**config.mk**
```make
export PLATFORM = sky130hd
export DESIGN_NAME = wevb_bridge
export DESIGN_NICKNAME = d
export VERILOG_FILES = /design/src/rtl/wevb_pkg.sv /design/src/rtl/wevb_sync.sv /design/src/rtl/wevb_bridge.sv
export SDC_FILE = /design/constraint.sdc
export NUM_CORES = 1
export LEC_CHECK = 0
export ABC_CLOCK_PERIOD_IN_PS = 3140
export BUFFER_PORTS_ARGS = -buffer_cell sky130_fd_sc_hd__buf_2
export CAP_MARGIN = 10
export CORE_ASPECT_RATIO = 0.7
export CORE_UTILIZATION = 59
export DETAILED_ROUTE_END_ITERATION = 10
export GPL_TIMING_DRIVEN = 0
export PLACE_DENSITY_LB_ADDON = 0.12
export SYNTH_ARGS = -nofsm -noshare
export SYNTH_HDL_FRONTEND = slang
export SYNTH_HIERARCHICAL = 1
export SYNTH_SLANG_ARGS = --single-unit
export TNS_END_PERCENT = 10
```
**constraint.sdc**
```tcl
create_clock -name clk_sys -period 3.14 [get_ports clk_sys]
set_clock_uncertainty 0.05 [all_clocks]
set_input_delay 0.628 -clock clk_sys [delete_from_list [all_inputs] [get_ports clk_sys]]
set_output_delay 0.628 -clock clk_sys [all_outputs]
set_load 0.02 [all_outputs]
```
**src/rtl/wevb_pkg.sv**
```systemverilog
// wire event bridge constants, register map and encodings
package wevb_pkg;

	// ------------------------------------------------------------
	// sizes
	// ------------------------------------------------------------
	localparam int NUM_WIRES = 32;
	localparam int IDX_W     = 5;
	localparam int ADDR_W    = 8;
	localparam int EVNUM_W   = 16;
	localparam int SRC_W     = 16;

	// ------------------------------------------------------------
	// register offsets (byte addresses)
	// ------------------------------------------------------------
	localparam logic [ADDR_W-1:0] BRIDGE_CONTROL_OFS = 8'h00;
	localparam logic [ADDR_W-1:0] WIRE_ENABLE_OFS    = 8'h04;
	localparam logic [ADDR_W-1:0] WIRE_TRIGGER_OFS   = 8'h08;
	localparam logic [ADDR_W-1:0] WIRE_EN_STATUS_OFS = 8'h0c;
	localparam logic [ADDR_W-1:0] BRIDGE_ID_OFS      = 8'h10;
	localparam logic [ADDR_W-1:0] SOURCE_ID_OFS      = 8'h14;

	// ------------------------------------------------------------
	// fields and reset values
	// ------------------------------------------------------------
	localparam int GLOBAL_ENABLE_BIT = 0;
	localparam int GLOBAL_IDLE_BIT   = 1;
	localparam int WIRE_EN_IDLE_BIT  = 0;
	localparam int WIRE_RANGE_LSB    = 0;
	localparam int WIRE_RANGE_W      = 11;
	localparam logic [WIRE_RANGE_W-1:0] WIRE_RANGE_VAL = 11'h000;
	localparam logic [NUM_WIRES-1:0]    WIRE_ENABLE_RST  = 32'h0000_0000;
	localparam logic [NUM_WIRES-1:0]    WIRE_TRIGGER_RST = 32'h0000_0000;

	// value is arbitrary, must be unique in the translation service
	localparam logic [SRC_W-1:0] SOURCE_ID = 16'h0a5c;

	// ------------------------------------------------------------
	// event types
	// ------------------------------------------------------------
	typedef enum logic [1:0] {
		WEVB_EV_EDGE_SET  = 2'h0,
		WEVB_EV_LEVEL_SET = 2'h1,
		WEVB_EV_RELEASE   = 2'h2
	} wevb_event_e;

	// ------------------------------------------------------------
	// global enable sequencer
	// ------------------------------------------------------------
	typedef enum logic [2:0] {
		WEVB_OFF,
		WEVB_TURN_ON,
		WEVB_ON_DRAIN,
		WEVB_ON,
		WEVB_OFF_DRAIN
	} wevb_state_e;

endpackage : wevb_pkg

```
**src/rtl/wevb_sync.sv**
```systemverilog
// two-stage synchroniser for the interrupt wire inputs
`timescale 1ns/1ps

module wevb_sync #(
	parameter int W = 32
) (
	// clock and reset
	input  wire logic         clk_sys,
	input  wire logic         rstn,
	// asynchronous input and synchronised output
	input  wire logic [W-1:0] asyncIn,
	output logic      [W-1:0] syncOut
);

	// ------------------------------------------------------------
	// two flops per bit, first one read only by the second
	// ------------------------------------------------------------
	logic [W-1:0] meta_q;

	always_ff @(posedge clk_sys) begin
		if (!rstn) begin
			meta_q  <= '0;
			syncOut <= '0;
		end else begin
			meta_q  <= asyncIn;
			syncOut <= meta_q;
		end
	end

endmodule : wevb_sync

```
**src/rtl/wevb_bridge.sv**
```systemverilog
// wire event bridge: wired interrupts to translation service events
`timescale 1ns/1ps

module wevb_bridge (
	// clock and reset
	input  wire logic                          clk_sys,
	input  wire logic                          rstn,
	// apb slave
	input  wire logic                          psel,
	input  wire logic                          penable,
	input  wire logic                          pwrite,
	input  wire logic [wevb_pkg::ADDR_W-1:0]   paddr,
	input  wire logic [31:0]                   pwdata,
	output logic      [31:0]                   prdata,
	output logic                               pready,
	output logic                               pslverr,
	// interrupt wires
	input  wire logic [wevb_pkg::NUM_WIRES-1:0] wireIn,
	// event stream to the translation service
	output logic                               evValid,
	input  wire logic                          evReady,
	output logic      [1:0]                    evType,
	output logic      [wevb_pkg::SRC_W-1:0]    evSource,
	output logic      [wevb_pkg::EVNUM_W-1:0]  evNumber
);

	localparam int NW = wevb_pkg::NUM_WIRES;

	typedef struct packed {
		wevb_pkg::wevb_state_e       st;
		logic                        enBit;
		logic [NW-1:0]               wen;
		logic [NW-1:0]               tm;
		logic [NW-1:0]               prevLvl;
		logic [NW-1:0]               edgePend;
		logic [NW-1:0]               sentLvl;
		logic [NW-1:0]               forceRep;
		logic [wevb_pkg::IDX_W-1:0]  ptr;
		logic                        evValid;
		logic [1:0]                  evType;
		logic [wevb_pkg::IDX_W-1:0]  evNum;
		logic [31:0]                 rdata;
	} wevb_regs_s;

	wevb_regs_s s_q;
	wevb_regs_s s_d;

	// ------------------------------------------------------------
	// input synchronisation
	// ------------------------------------------------------------
	logic [NW-1:0] lvl;

	wevb_sync #(
		.W (NW)
	) u_sync (
		.clk_sys (clk_sys),
		.rstn    (rstn),
		.asyncIn (wireIn),
		.syncOut (lvl)
	);

	// ------------------------------------------------------------
	// per-wire event demand
	// ------------------------------------------------------------
	logic          glbOn;
	logic [NW-1:0] activeLvl;
	logic [NW-1:0] activeEdge;
	logic [NW-1:0] rise;
	logic [NW-1:0] lvlNeed;
	logic [NW-1:0] edgeNeed;
	logic [NW-1:0] relNeed;
	logic          outFree;
	logic          ptrHit;
	logic          loadEv;
	logic [1:0]    loadType;
	logic          glbIdle;
	logic          wenIdle;

	// level demand only while globally on
	assign glbOn      = (s_q.st == wevb_pkg::WEVB_ON_DRAIN) || (s_q.st == wevb_pkg::WEVB_ON);
	assign activeLvl  = {NW{glbOn}} & s_q.wen & s_q.tm;
	assign activeEdge = {NW{glbOn}} & s_q.wen & ~s_q.tm;
	assign rise       = lvl & ~s_q.prevLvl;
	// a level wire owes an event when its reported state differs from the wire;
	// a short pulse that returns before sending leaves no difference
	assign relNeed    = s_q.sentLvl & ~activeLvl;
	assign lvlNeed    = (activeLvl & (s_q.forceRep | (lvl ^ s_q.sentLvl))) | relNeed;
	assign edgeNeed   = activeEdge & s_q.edgePend;
	assign outFree    = !s_q.evValid || evReady;
	assign ptrHit     = lvlNeed[s_q.ptr] || edgeNeed[s_q.ptr];
	assign loadEv     = outFree && ptrHit;

	always_comb begin
		loadType = 2'(wevb_pkg::WEVB_EV_EDGE_SET);
		if (lvlNeed[s_q.ptr]) begin
			if (activeLvl[s_q.ptr] && lvl[s_q.ptr]) begin
				loadType = 2'(wevb_pkg::WEVB_EV_LEVEL_SET);
			end else begin
				loadType = 2'(wevb_pkg::WEVB_EV_RELEASE);
			end
		end
	end

	// idle only when the sequencer settled on the written value
	assign glbIdle = ((s_q.st == wevb_pkg::WEVB_ON) && s_q.enBit) ||
			((s_q.st == wevb_pkg::WEVB_OFF) && !s_q.enBit);
	assign wenIdle = !(|relNeed) && !s_q.evValid;

	// ------------------------------------------------------------
	// apb decode
	// ------------------------------------------------------------
	logic apbSetup;
	logic apbWrite;
	logic addrHit;

	assign apbSetup = psel && !penable;
	assign apbWrite = psel && penable && pwrite;
	assign addrHit  = (paddr == wevb_pkg::BRIDGE_CONTROL_OFS) ||
			(paddr == wevb_pkg::WIRE_ENABLE_OFS) ||
			(paddr == wevb_pkg::WIRE_TRIGGER_OFS) ||
			(paddr == wevb_pkg::WIRE_EN_STATUS_OFS) ||
			(paddr == wevb_pkg::BRIDGE_ID_OFS) ||
			(paddr == wevb_pkg::SOURCE_ID_OFS);

	// ------------------------------------------------------------
	// next state
	// ------------------------------------------------------------
	always_comb begin
		logic [NW-1:0] edgeKeep;
		logic [NW-1:0] forceKeep;
		edgeKeep  = s_q.edgePend & ~s_q.tm;
		forceKeep = s_q.forceRep & s_q.wen & s_q.tm;
		s_d         = s_q;
		s_d.prevLvl = lvl;

		// event output stage, one event held until accepted
		if (s_q.evValid && evReady) begin
			s_d.evValid = 1'b0;
		end
		if (loadEv) begin
			s_d.evValid = 1'b1;
			s_d.evType  = loadType;
			s_d.evNum   = s_q.ptr;
			if (lvlNeed[s_q.ptr]) begin
				s_d.sentLvl[s_q.ptr] = (loadType == 2'(wevb_pkg::WEVB_EV_LEVEL_SET));
				forceKeep[s_q.ptr]   = 1'b0;
			end else begin
				edgeKeep[s_q.ptr] = 1'b0;
			end
		end
		// round-robin scan bounds the wait for any wire
		if (!(ptrHit && !outFree)) begin
			s_d.ptr = s_q.ptr + 1'b1;
		end
		// a new edge in the clearing cycle survives; latched even when off
		s_d.edgePend = edgeKeep | (rise & ~s_q.tm);
		s_d.forceRep = forceKeep;

		// global enable sequencer
		unique case (s_q.st)
			wevb_pkg::WEVB_OFF: begin
				// pending wire-enable status does not hold off the sequencer
				if (s_q.enBit) begin
					s_d.st = wevb_pkg::WEVB_TURN_ON;
				end
			end
			wevb_pkg::WEVB_TURN_ON: begin
				s_d.forceRep = s_q.wen & s_q.tm;
				s_d.st    = wevb_pkg::WEVB_ON_DRAIN;
			end
			wevb_pkg::WEVB_ON_DRAIN: begin
				if (!(|s_q.forceRep) && !s_q.evValid) begin
					s_d.st = wevb_pkg::WEVB_ON;
				end
			end
			wevb_pkg::WEVB_ON: begin
				if (!s_q.enBit) begin
					s_d.st = wevb_pkg::WEVB_OFF_DRAIN;
				end
			end
			wevb_pkg::WEVB_OFF_DRAIN: begin
				// wire changes are ignored here; only releases drain
				// no domain registers, so every owed release still drains
				if (!(|s_q.sentLvl) && !s_q.evValid) begin
					s_d.st = wevb_pkg::WEVB_OFF;
				end
			end
		endcase

		// register writes; the enable bit touches nothing else
		if (apbWrite) begin
			unique case (paddr)
				wevb_pkg::BRIDGE_CONTROL_OFS: s_d.enBit = pwdata[wevb_pkg::GLOBAL_ENABLE_BIT];
				wevb_pkg::WIRE_ENABLE_OFS:    s_d.wen   = pwdata;
				wevb_pkg::WIRE_TRIGGER_OFS:   s_d.tm    = pwdata;
				default: ;
			endcase
		end

		// read data captured in the setup cycle
		if (apbSetup) begin
			s_d.rdata = 32'h0000_0000;
			unique case (paddr)
				wevb_pkg::BRIDGE_CONTROL_OFS: begin
					s_d.rdata[wevb_pkg::GLOBAL_ENABLE_BIT] = s_q.enBit;
					s_d.rdata[wevb_pkg::GLOBAL_IDLE_BIT]   = glbIdle;
				end
				wevb_pkg::WIRE_ENABLE_OFS:    s_d.rdata = s_q.wen;
				wevb_pkg::WIRE_TRIGGER_OFS:   s_d.rdata = s_q.tm;
				wevb_pkg::WIRE_EN_STATUS_OFS: s_d.rdata[wevb_pkg::WIRE_EN_IDLE_BIT] = wenIdle;
				wevb_pkg::BRIDGE_ID_OFS: begin
					s_d.rdata[wevb_pkg::WIRE_RANGE_LSB +: wevb_pkg::WIRE_RANGE_W] =
						wevb_pkg::WIRE_RANGE_VAL;
				end
				wevb_pkg::SOURCE_ID_OFS: s_d.rdata[wevb_pkg::SRC_W-1:0] = wevb_pkg::SOURCE_ID;
				default: ;
			endcase
		end
	end

	// ------------------------------------------------------------
	// state register
	// ------------------------------------------------------------
	always_ff @(posedge clk_sys) begin
		if (!rstn) begin
			s_q          <= '0;
			s_q.st       <= wevb_pkg::WEVB_OFF;
			s_q.wen      <= wevb_pkg::WIRE_ENABLE_RST;
			s_q.tm       <= wevb_pkg::WIRE_TRIGGER_RST;
		end else begin
			s_q <= s_d;
		end
	end

	// ------------------------------------------------------------
	// outputs
	// ------------------------------------------------------------
	assign prdata   = s_q.rdata;
	assign pready   = 1'b1;
	assign pslverr  = psel && penable && !addrHit;
	assign evValid  = s_q.evValid;
	assign evType   = s_q.evType;
	assign evSource = wevb_pkg::SOURCE_ID;
	assign evNumber = {{(wevb_pkg::EVNUM_W - wevb_pkg::IDX_W){1'b0}}, s_q.evNum};

	logic [5:0] waitCnt_q;

	always_ff @(posedge clk_sys) begin
		if (!rstn || !(|(lvlNeed | edgeNeed)) || !outFree || loadEv) begin
			waitCnt_q <= 6'h00;
		end else begin
			waitCnt_q <= waitCnt_q + 6'h01;
		end
	end
endmodule : wevb_bridge

```
* After elaboration in Yosys (flattened, before gate mapping) *
Index checks and enable logic that the tools add are counted.

storage, ports and cells
  memories = 0
  latch bits = 0
  logic and storage cells = 126
  output and inout port bits = 69
  input port bits = 78
  RAM bits = 0
  bits in read-only memories = 0
  register bits after elaboration = 305

operators by class
  multiplexer cells = 30
  $mul = 0
  magnitude comparators = 2
  reductions and logical operators = 42
  eq/ne operators = 14
  shifts and indexed selects = 0
  div/mod/pow operators = 0
  bitwise operators = 22
  add/sub/neg operators = 1

operators by type and width
  operator                                            number
  AND 32 bit                                          14
  two-way mux 32 bit                                  5
  inverter 32 bit                                     4
  OR 32 bit                                           3
  OR reduction 32 bit                                 3
  bitwise mux 32 bit                                  1
  one-hot mux 16 bit (2 select lines)                 1
  XOR 32 bit                                          1
  one-hot mux 9 bit (3 select lines)                  1
  binary-select mux 1 bit (select 5 bit)              4
  == test 8 x 4 -> 1 bit, second input constant       2
  == test 8 x 5 -> 1 bit, second input constant       2
  one-hot mux 3 bit (5 select lines)                  1
  one-hot mux 5 bit (3 select lines)                  1
  logical AND 1 bit                                   14
  two-way mux 3 bit                                   4
  logical OR 1 bit                                    9
  == test 8 x 3 -> 1 bit, second input constant       1
  zero test 1 bit                                     8
  zero test 8 bit                                     1
  two-way mux 8 bit                                   1
  AND reduction 2 bit                                 4
  == test 3 x 2 -> 1 bit, second input constant       2
  < comparator 5 x 6 -> 1 bit, second input constant  1
  other kinds (15)                                    23

* Logic depth before layout (Yosys ltp) *
  depth after elaboration = 13
  depth in mapped cells = 13
  depth with buffers taken out = 8

* Cells and area by module *
Netlist, hierarchy kept.

by module, submodules not included
  module       seq. area each (um2)  times used  area an instance (um2)  cells each
  wevb_bridge  4824.6                1           12578.3                 1518
  wevb_sync    1281.2                1           1791.7                  134

* Worst setup path before layout *
OpenSTA, ideal clock, no wires.

  path type = input-to-reg
  from = in paddr[7] in the netlist's numbering
  to = reg s_q[174] in the netlist's numbering
  arrival = 2631 ps
  data required time = 3020 ps
  path buffers = 2
  stages = 8
  setup time = 70 ps
  setup slack = 388 ps
  cells stage by stage = or4_1 -> or3_1 -> nor3b_1 -> and4_1 -> clkbuf_1 -> buf_2 -> nand2_1 -> a21oi_1

on the way
  cells in the longest elaborated chain, start to end = 2

ends and longest elaborated chain
  item                                  RTL line            text
  from (decl)                           wevb_bridge.sv:12   input wire logic [wevb_pkg::ADDR_W-1:0] paddr,
  == test 8 x 4 -> 1 bit                wevb_bridge.sv:192  unique case (paddr)
  AND reduction 2 bit (no source line)  -
  to (decl)                             wevb_bridge.sv:45   wevb_regs_s s_q;

No other way between the ends.
A chain may end at the register's enable or synchronous reset.

* Worst setup path in the final report *
  from = reg s_q[239] in the netlist's numbering
  to = reg s_q[111] in the netlist's numbering

on the way
  cells in the longest elaborated chain, start to end = 13
  elaborated cells between the ends (all ways) = 20
  those cells by class = eq/ne (2); mux (6); bitwise (9); reduce/logical (3)

ends and longest elaborated chain
  item                                     RTL line                               text
  == test 3 x 2 -> 1 bit                   wevb_bridge.sv:80                      assign glbOn = (s_q.st == wevb_pkg::WEVB_ON_DRAIN) || (s_q.st == wevb_pkg::WEVB_ON);
  logical OR 1 bit *                       wevb_bridge.sv:80
  AND 32 bit *                             wevb_bridge.sv:81, wevb_bridge.sv:82
  AND 32 bit                               wevb_bridge.sv:81                      assign activeLvl = {NW{glbOn}} & s_q.wen & s_q.tm;
  inverter 32 bit                          wevb_bridge.sv:86                      assign relNeed = s_q.sentLvl & ~activeLvl;
  AND 32 bit                               wevb_bridge.sv:86
  OR 32 bit                                wevb_bridge.sv:87                      assign lvlNeed = (activeLvl & (s_q.forceRep | (lvl ^ s_q.sentLvl))) | relNeed;
  binary-select mux 1 bit (select 5 bit)   wevb_bridge.sv:90, wevb_bridge.sv:144
  two-way mux 1 bit (implied by the code)  wevb_bridge.sv:90, wevb_bridge.sv:144
  logical OR 1 bit                         wevb_bridge.sv:90                      assign ptrHit = lvlNeed[s_q.ptr] || edgeNeed[s_q.ptr];
  logical AND 1 bit                        wevb_bridge.sv:91                      assign loadEv = outFree && ptrHit;
  two-way mux 32 bit *                     wevb_bridge.sv:140                     if (loadEv) begin
  OR 32 bit *                              wevb_bridge.sv:156                     s_d.edgePend = edgeKeep | (rise & ~s_q.tm);

Mark *: on every way between the ends. The rest lies on a longest branch, timed or not. The select of a mux whose other input is x is not followed.

==> run metrics <==
clk sink count=approximately 310; CTS Hold Bufs=0; nets=approximately 1900; Total GRT Usage=0.421; PD cells=509 mW/mm^2; FMAX=~0.32 GHz; routability cong.=approximately 1.1; CP Launch Type=flop; XOR/XNOR share of the synthesized area=0; Max VDD drop=0.531 mV; Worst Path Max Fanout=10; post-synthesis sequential area ratio=0.425; layout cell share with drive strength beyond 1=0.247; GR Overflow Total=0; Die Width=about 190 microns; CTS H-Tree Depth=1; initial antenna violation count=0; LEAKAGE=roughly 6.1 nW; Worst setup EP type=flop; CTS max path bufs=3; Worst Tran Pin Value=roughly 1200 ps; area grow syn2layout=17.1%; post-route ant nets=0; Setup Crit Path Kind=reg2reg; Slew Viols, Final=0; clock tree from TritonCTS=yes; failing checks=negative setup slack; Post-Syn Area per Cell=between 8 and 9 sq um; total of max-cap violations=0; number of instances in the placed design=2113; warnings from Yosys=6; Final Cycle Share=1.00; Hold WC Path Type=in2reg; final hold violations=0; WL/cell=between 20 and 30 microns; top_reg_cell synth=dfxtp_1; Worst-path clk slew=60 ps; n_diodes=0; Die Ht=133 microns; I/O pin count=147; largest net degree at the start of global routing=16; Register-to-Register Path Depth=12; status=finished, violations left; design area=between 0.015 and 0.02 sq mm; Synth area leaders=dfxtp_1 42%, nand2_1 6.8%, buf_4 3.7%; mux cell area share after synthesis=0.0439; main combinational cell family by area after synthesis=simple AND/OR/NAND/NOR gates; Hold Path Depth=2; DR DRC count=0; EDFF count, synth=0; Root Buffer=clkbuf_16; synthesized flop and latch total=roughly 300; worst hold-check slack=223 ps; post-route insts no fill=2166; Post-Syn Instances=1652; Port-buffer cells=117; unique cell type count in the Yosys netlist=72; total CTS buffers=29; Arr. time, crit path=between 3000 and 4000 ps; fin crit period=3150 ps; vias in the first global route=roughly 13000; Die ar.=about 0.025 sq mm; fillers=between 1500 and 2000; ys async rst share=0; simple-gate share of the synthesized area=0.267; core area=approximately 0.024 sq mm; Cell Rows=47; via count=between 10000 and 15000; vias per cell=between 6 and 7; first-pass GRT wire length=about 79000 microns; Placed Area=~0.015 sq mm; Pwr Total=between 8 and 9 mW; most common cell after layout, fill and taps aside=dfxtp_1; post-synthesis compound-gate area fraction=0.180; WP data required=3500 ps; top cell type by total area after synthesis=dfxtp_1; Worst Setup Slack, final=-14.7 ps; Mapped Area=around 0.014 sq mm; drt total wl=54600 microns; most frequent cells in the layout=299 x dfxtp_1, 260 x nand2_1, 128 x buf_2; Synth top area share=0.425; drt first-iter violations=2048; final setup fails=4; clock latency on the worst-skew pair=580 ps; hpwl dp=approximately 40000 microns; unrepaired setup endpoints after global routing=true; Synth Area in Adders=0.00348; Pre-antenna DRT Iters=8; Max transition margin=0.188; Initial Utilization=0.605
state kept, by name, indices dropped and copies added, names as in the netlist:
register and cells:
u_sync/syncOut 32, u_sync/meta_q 32, s_q 201, evNumber 5, prdata 32, evValid 1
evType 2
synth_stat cells, drive strengths merged (3+ instances only):
cell type,instances
dfxtp,305
nand2,263
buf,111
and2,98
a21oi,88
clkbuf,82
nor3,67
nor2,59
o21ai,47
mux2i,45
nand4,44
nand2b,42
a211oi,39
o22ai,39
a221oi,32
o31ai,32
nand3,25
nand4b,25
nor4,25
o41ai,20
or2,14
a41oi,13
nand3b,12
o211ai,11
o2111ai,10
inv,9
nor2b,8
o311ai,8
or4,8
mux4,7
a31oi,6
or3,6
o221ai,5
a21o,4
ha,4
o21bai,4
and4b,3
metrics by stage:
stage	worst slack, ps	util	TNS (ps)
floorplan	388	-	0
global placement	-642	0.650	-58420
detailed placement	-734	0.650	-63960
CTS	-84.9	0.696	-1550
global route	-68.6	0.708	-481
finish	-14.7	0.708	-39.2
cell type report:
type	count	area, sq um	share of cell area
buffer	186	1190	0.0708
clock buffer	41	841	0.0500
clock inverter	11	129	0.00766
inverter	9	37.5	0.00223
multi-input combinational	1171	7470	0.444
sequential	305	6110	0.363
tap	318	398	0.0236
timing repair buffer	125	646	0.0384
layer usage:
layer	global-route usage	share of wire	vias to the layer above
met4	0.159	0.045	0
met5	0.00769	0	-
met2	0.579	0.39	1180
met3	0.145	0.16	195
met1	0.599	0.40	6574
li1	-	-	6289
kinds of logic (layout without fill, tap and decap cells):
logic type	count (synthesis)	count (layout)
AO/OA/AOI/OAI	377	377
adder cells (fa/ha/maj)	4	4
buffers and inverters	202	372
flip-flops	305	305
multiplexers	54	54
other	2	28
AND/OR/NAND/NOR	708	708
power by group:
| part | switching (mW) | leakage (nW) | internal, mW | total (mW) |
|---|---|---|---|---|
| logic | 0.603 | 3.09 | 0.332 | 0.935 |
| registers | 0.0721 | 2.49 | 3.97 | 4.04 |
| clock network | 1.55 | 0.481 | 2.04 | 3.59 |
| total | 2.23 | 6.06 | 6.34 | 8.57 |
critical path: stages, from the launching register on:
cell and delay (ps):
dfxtp_1 310, buf_4 160, nand2b_4 140, buf_4 240, o41ai_1 350, a21oi_1 120, o41ai_2 420, a311o_1 260
o211ai_1 110, buf_4 180, buf_4 210, o31ai_1 270, a211oi_1 130
worst paths after layout:
| path | from | end | slack, ps |
|---|---|---|---|
| setup / recovery | s_q[239] | s_q[111] | -10 |
| hold / removal | wireIn[21] | u_sync/meta_q[21] | 220 |
| setup reg to reg | s_q[239] | s_q[111] | -10 |
| hold reg to reg | u_sync/meta_q[2] | u_sync/syncOut[2] | 390 |
what timing repair did:
item / 4_1_cts / 5_1_grt
setup endpoints to repair: 110 / 106
gates resized for setup: 33 / 86
buffers inserted: 4 / 4
pin swaps: 4 / 6
Note: power is estimated with default switching activity, not from simulation.
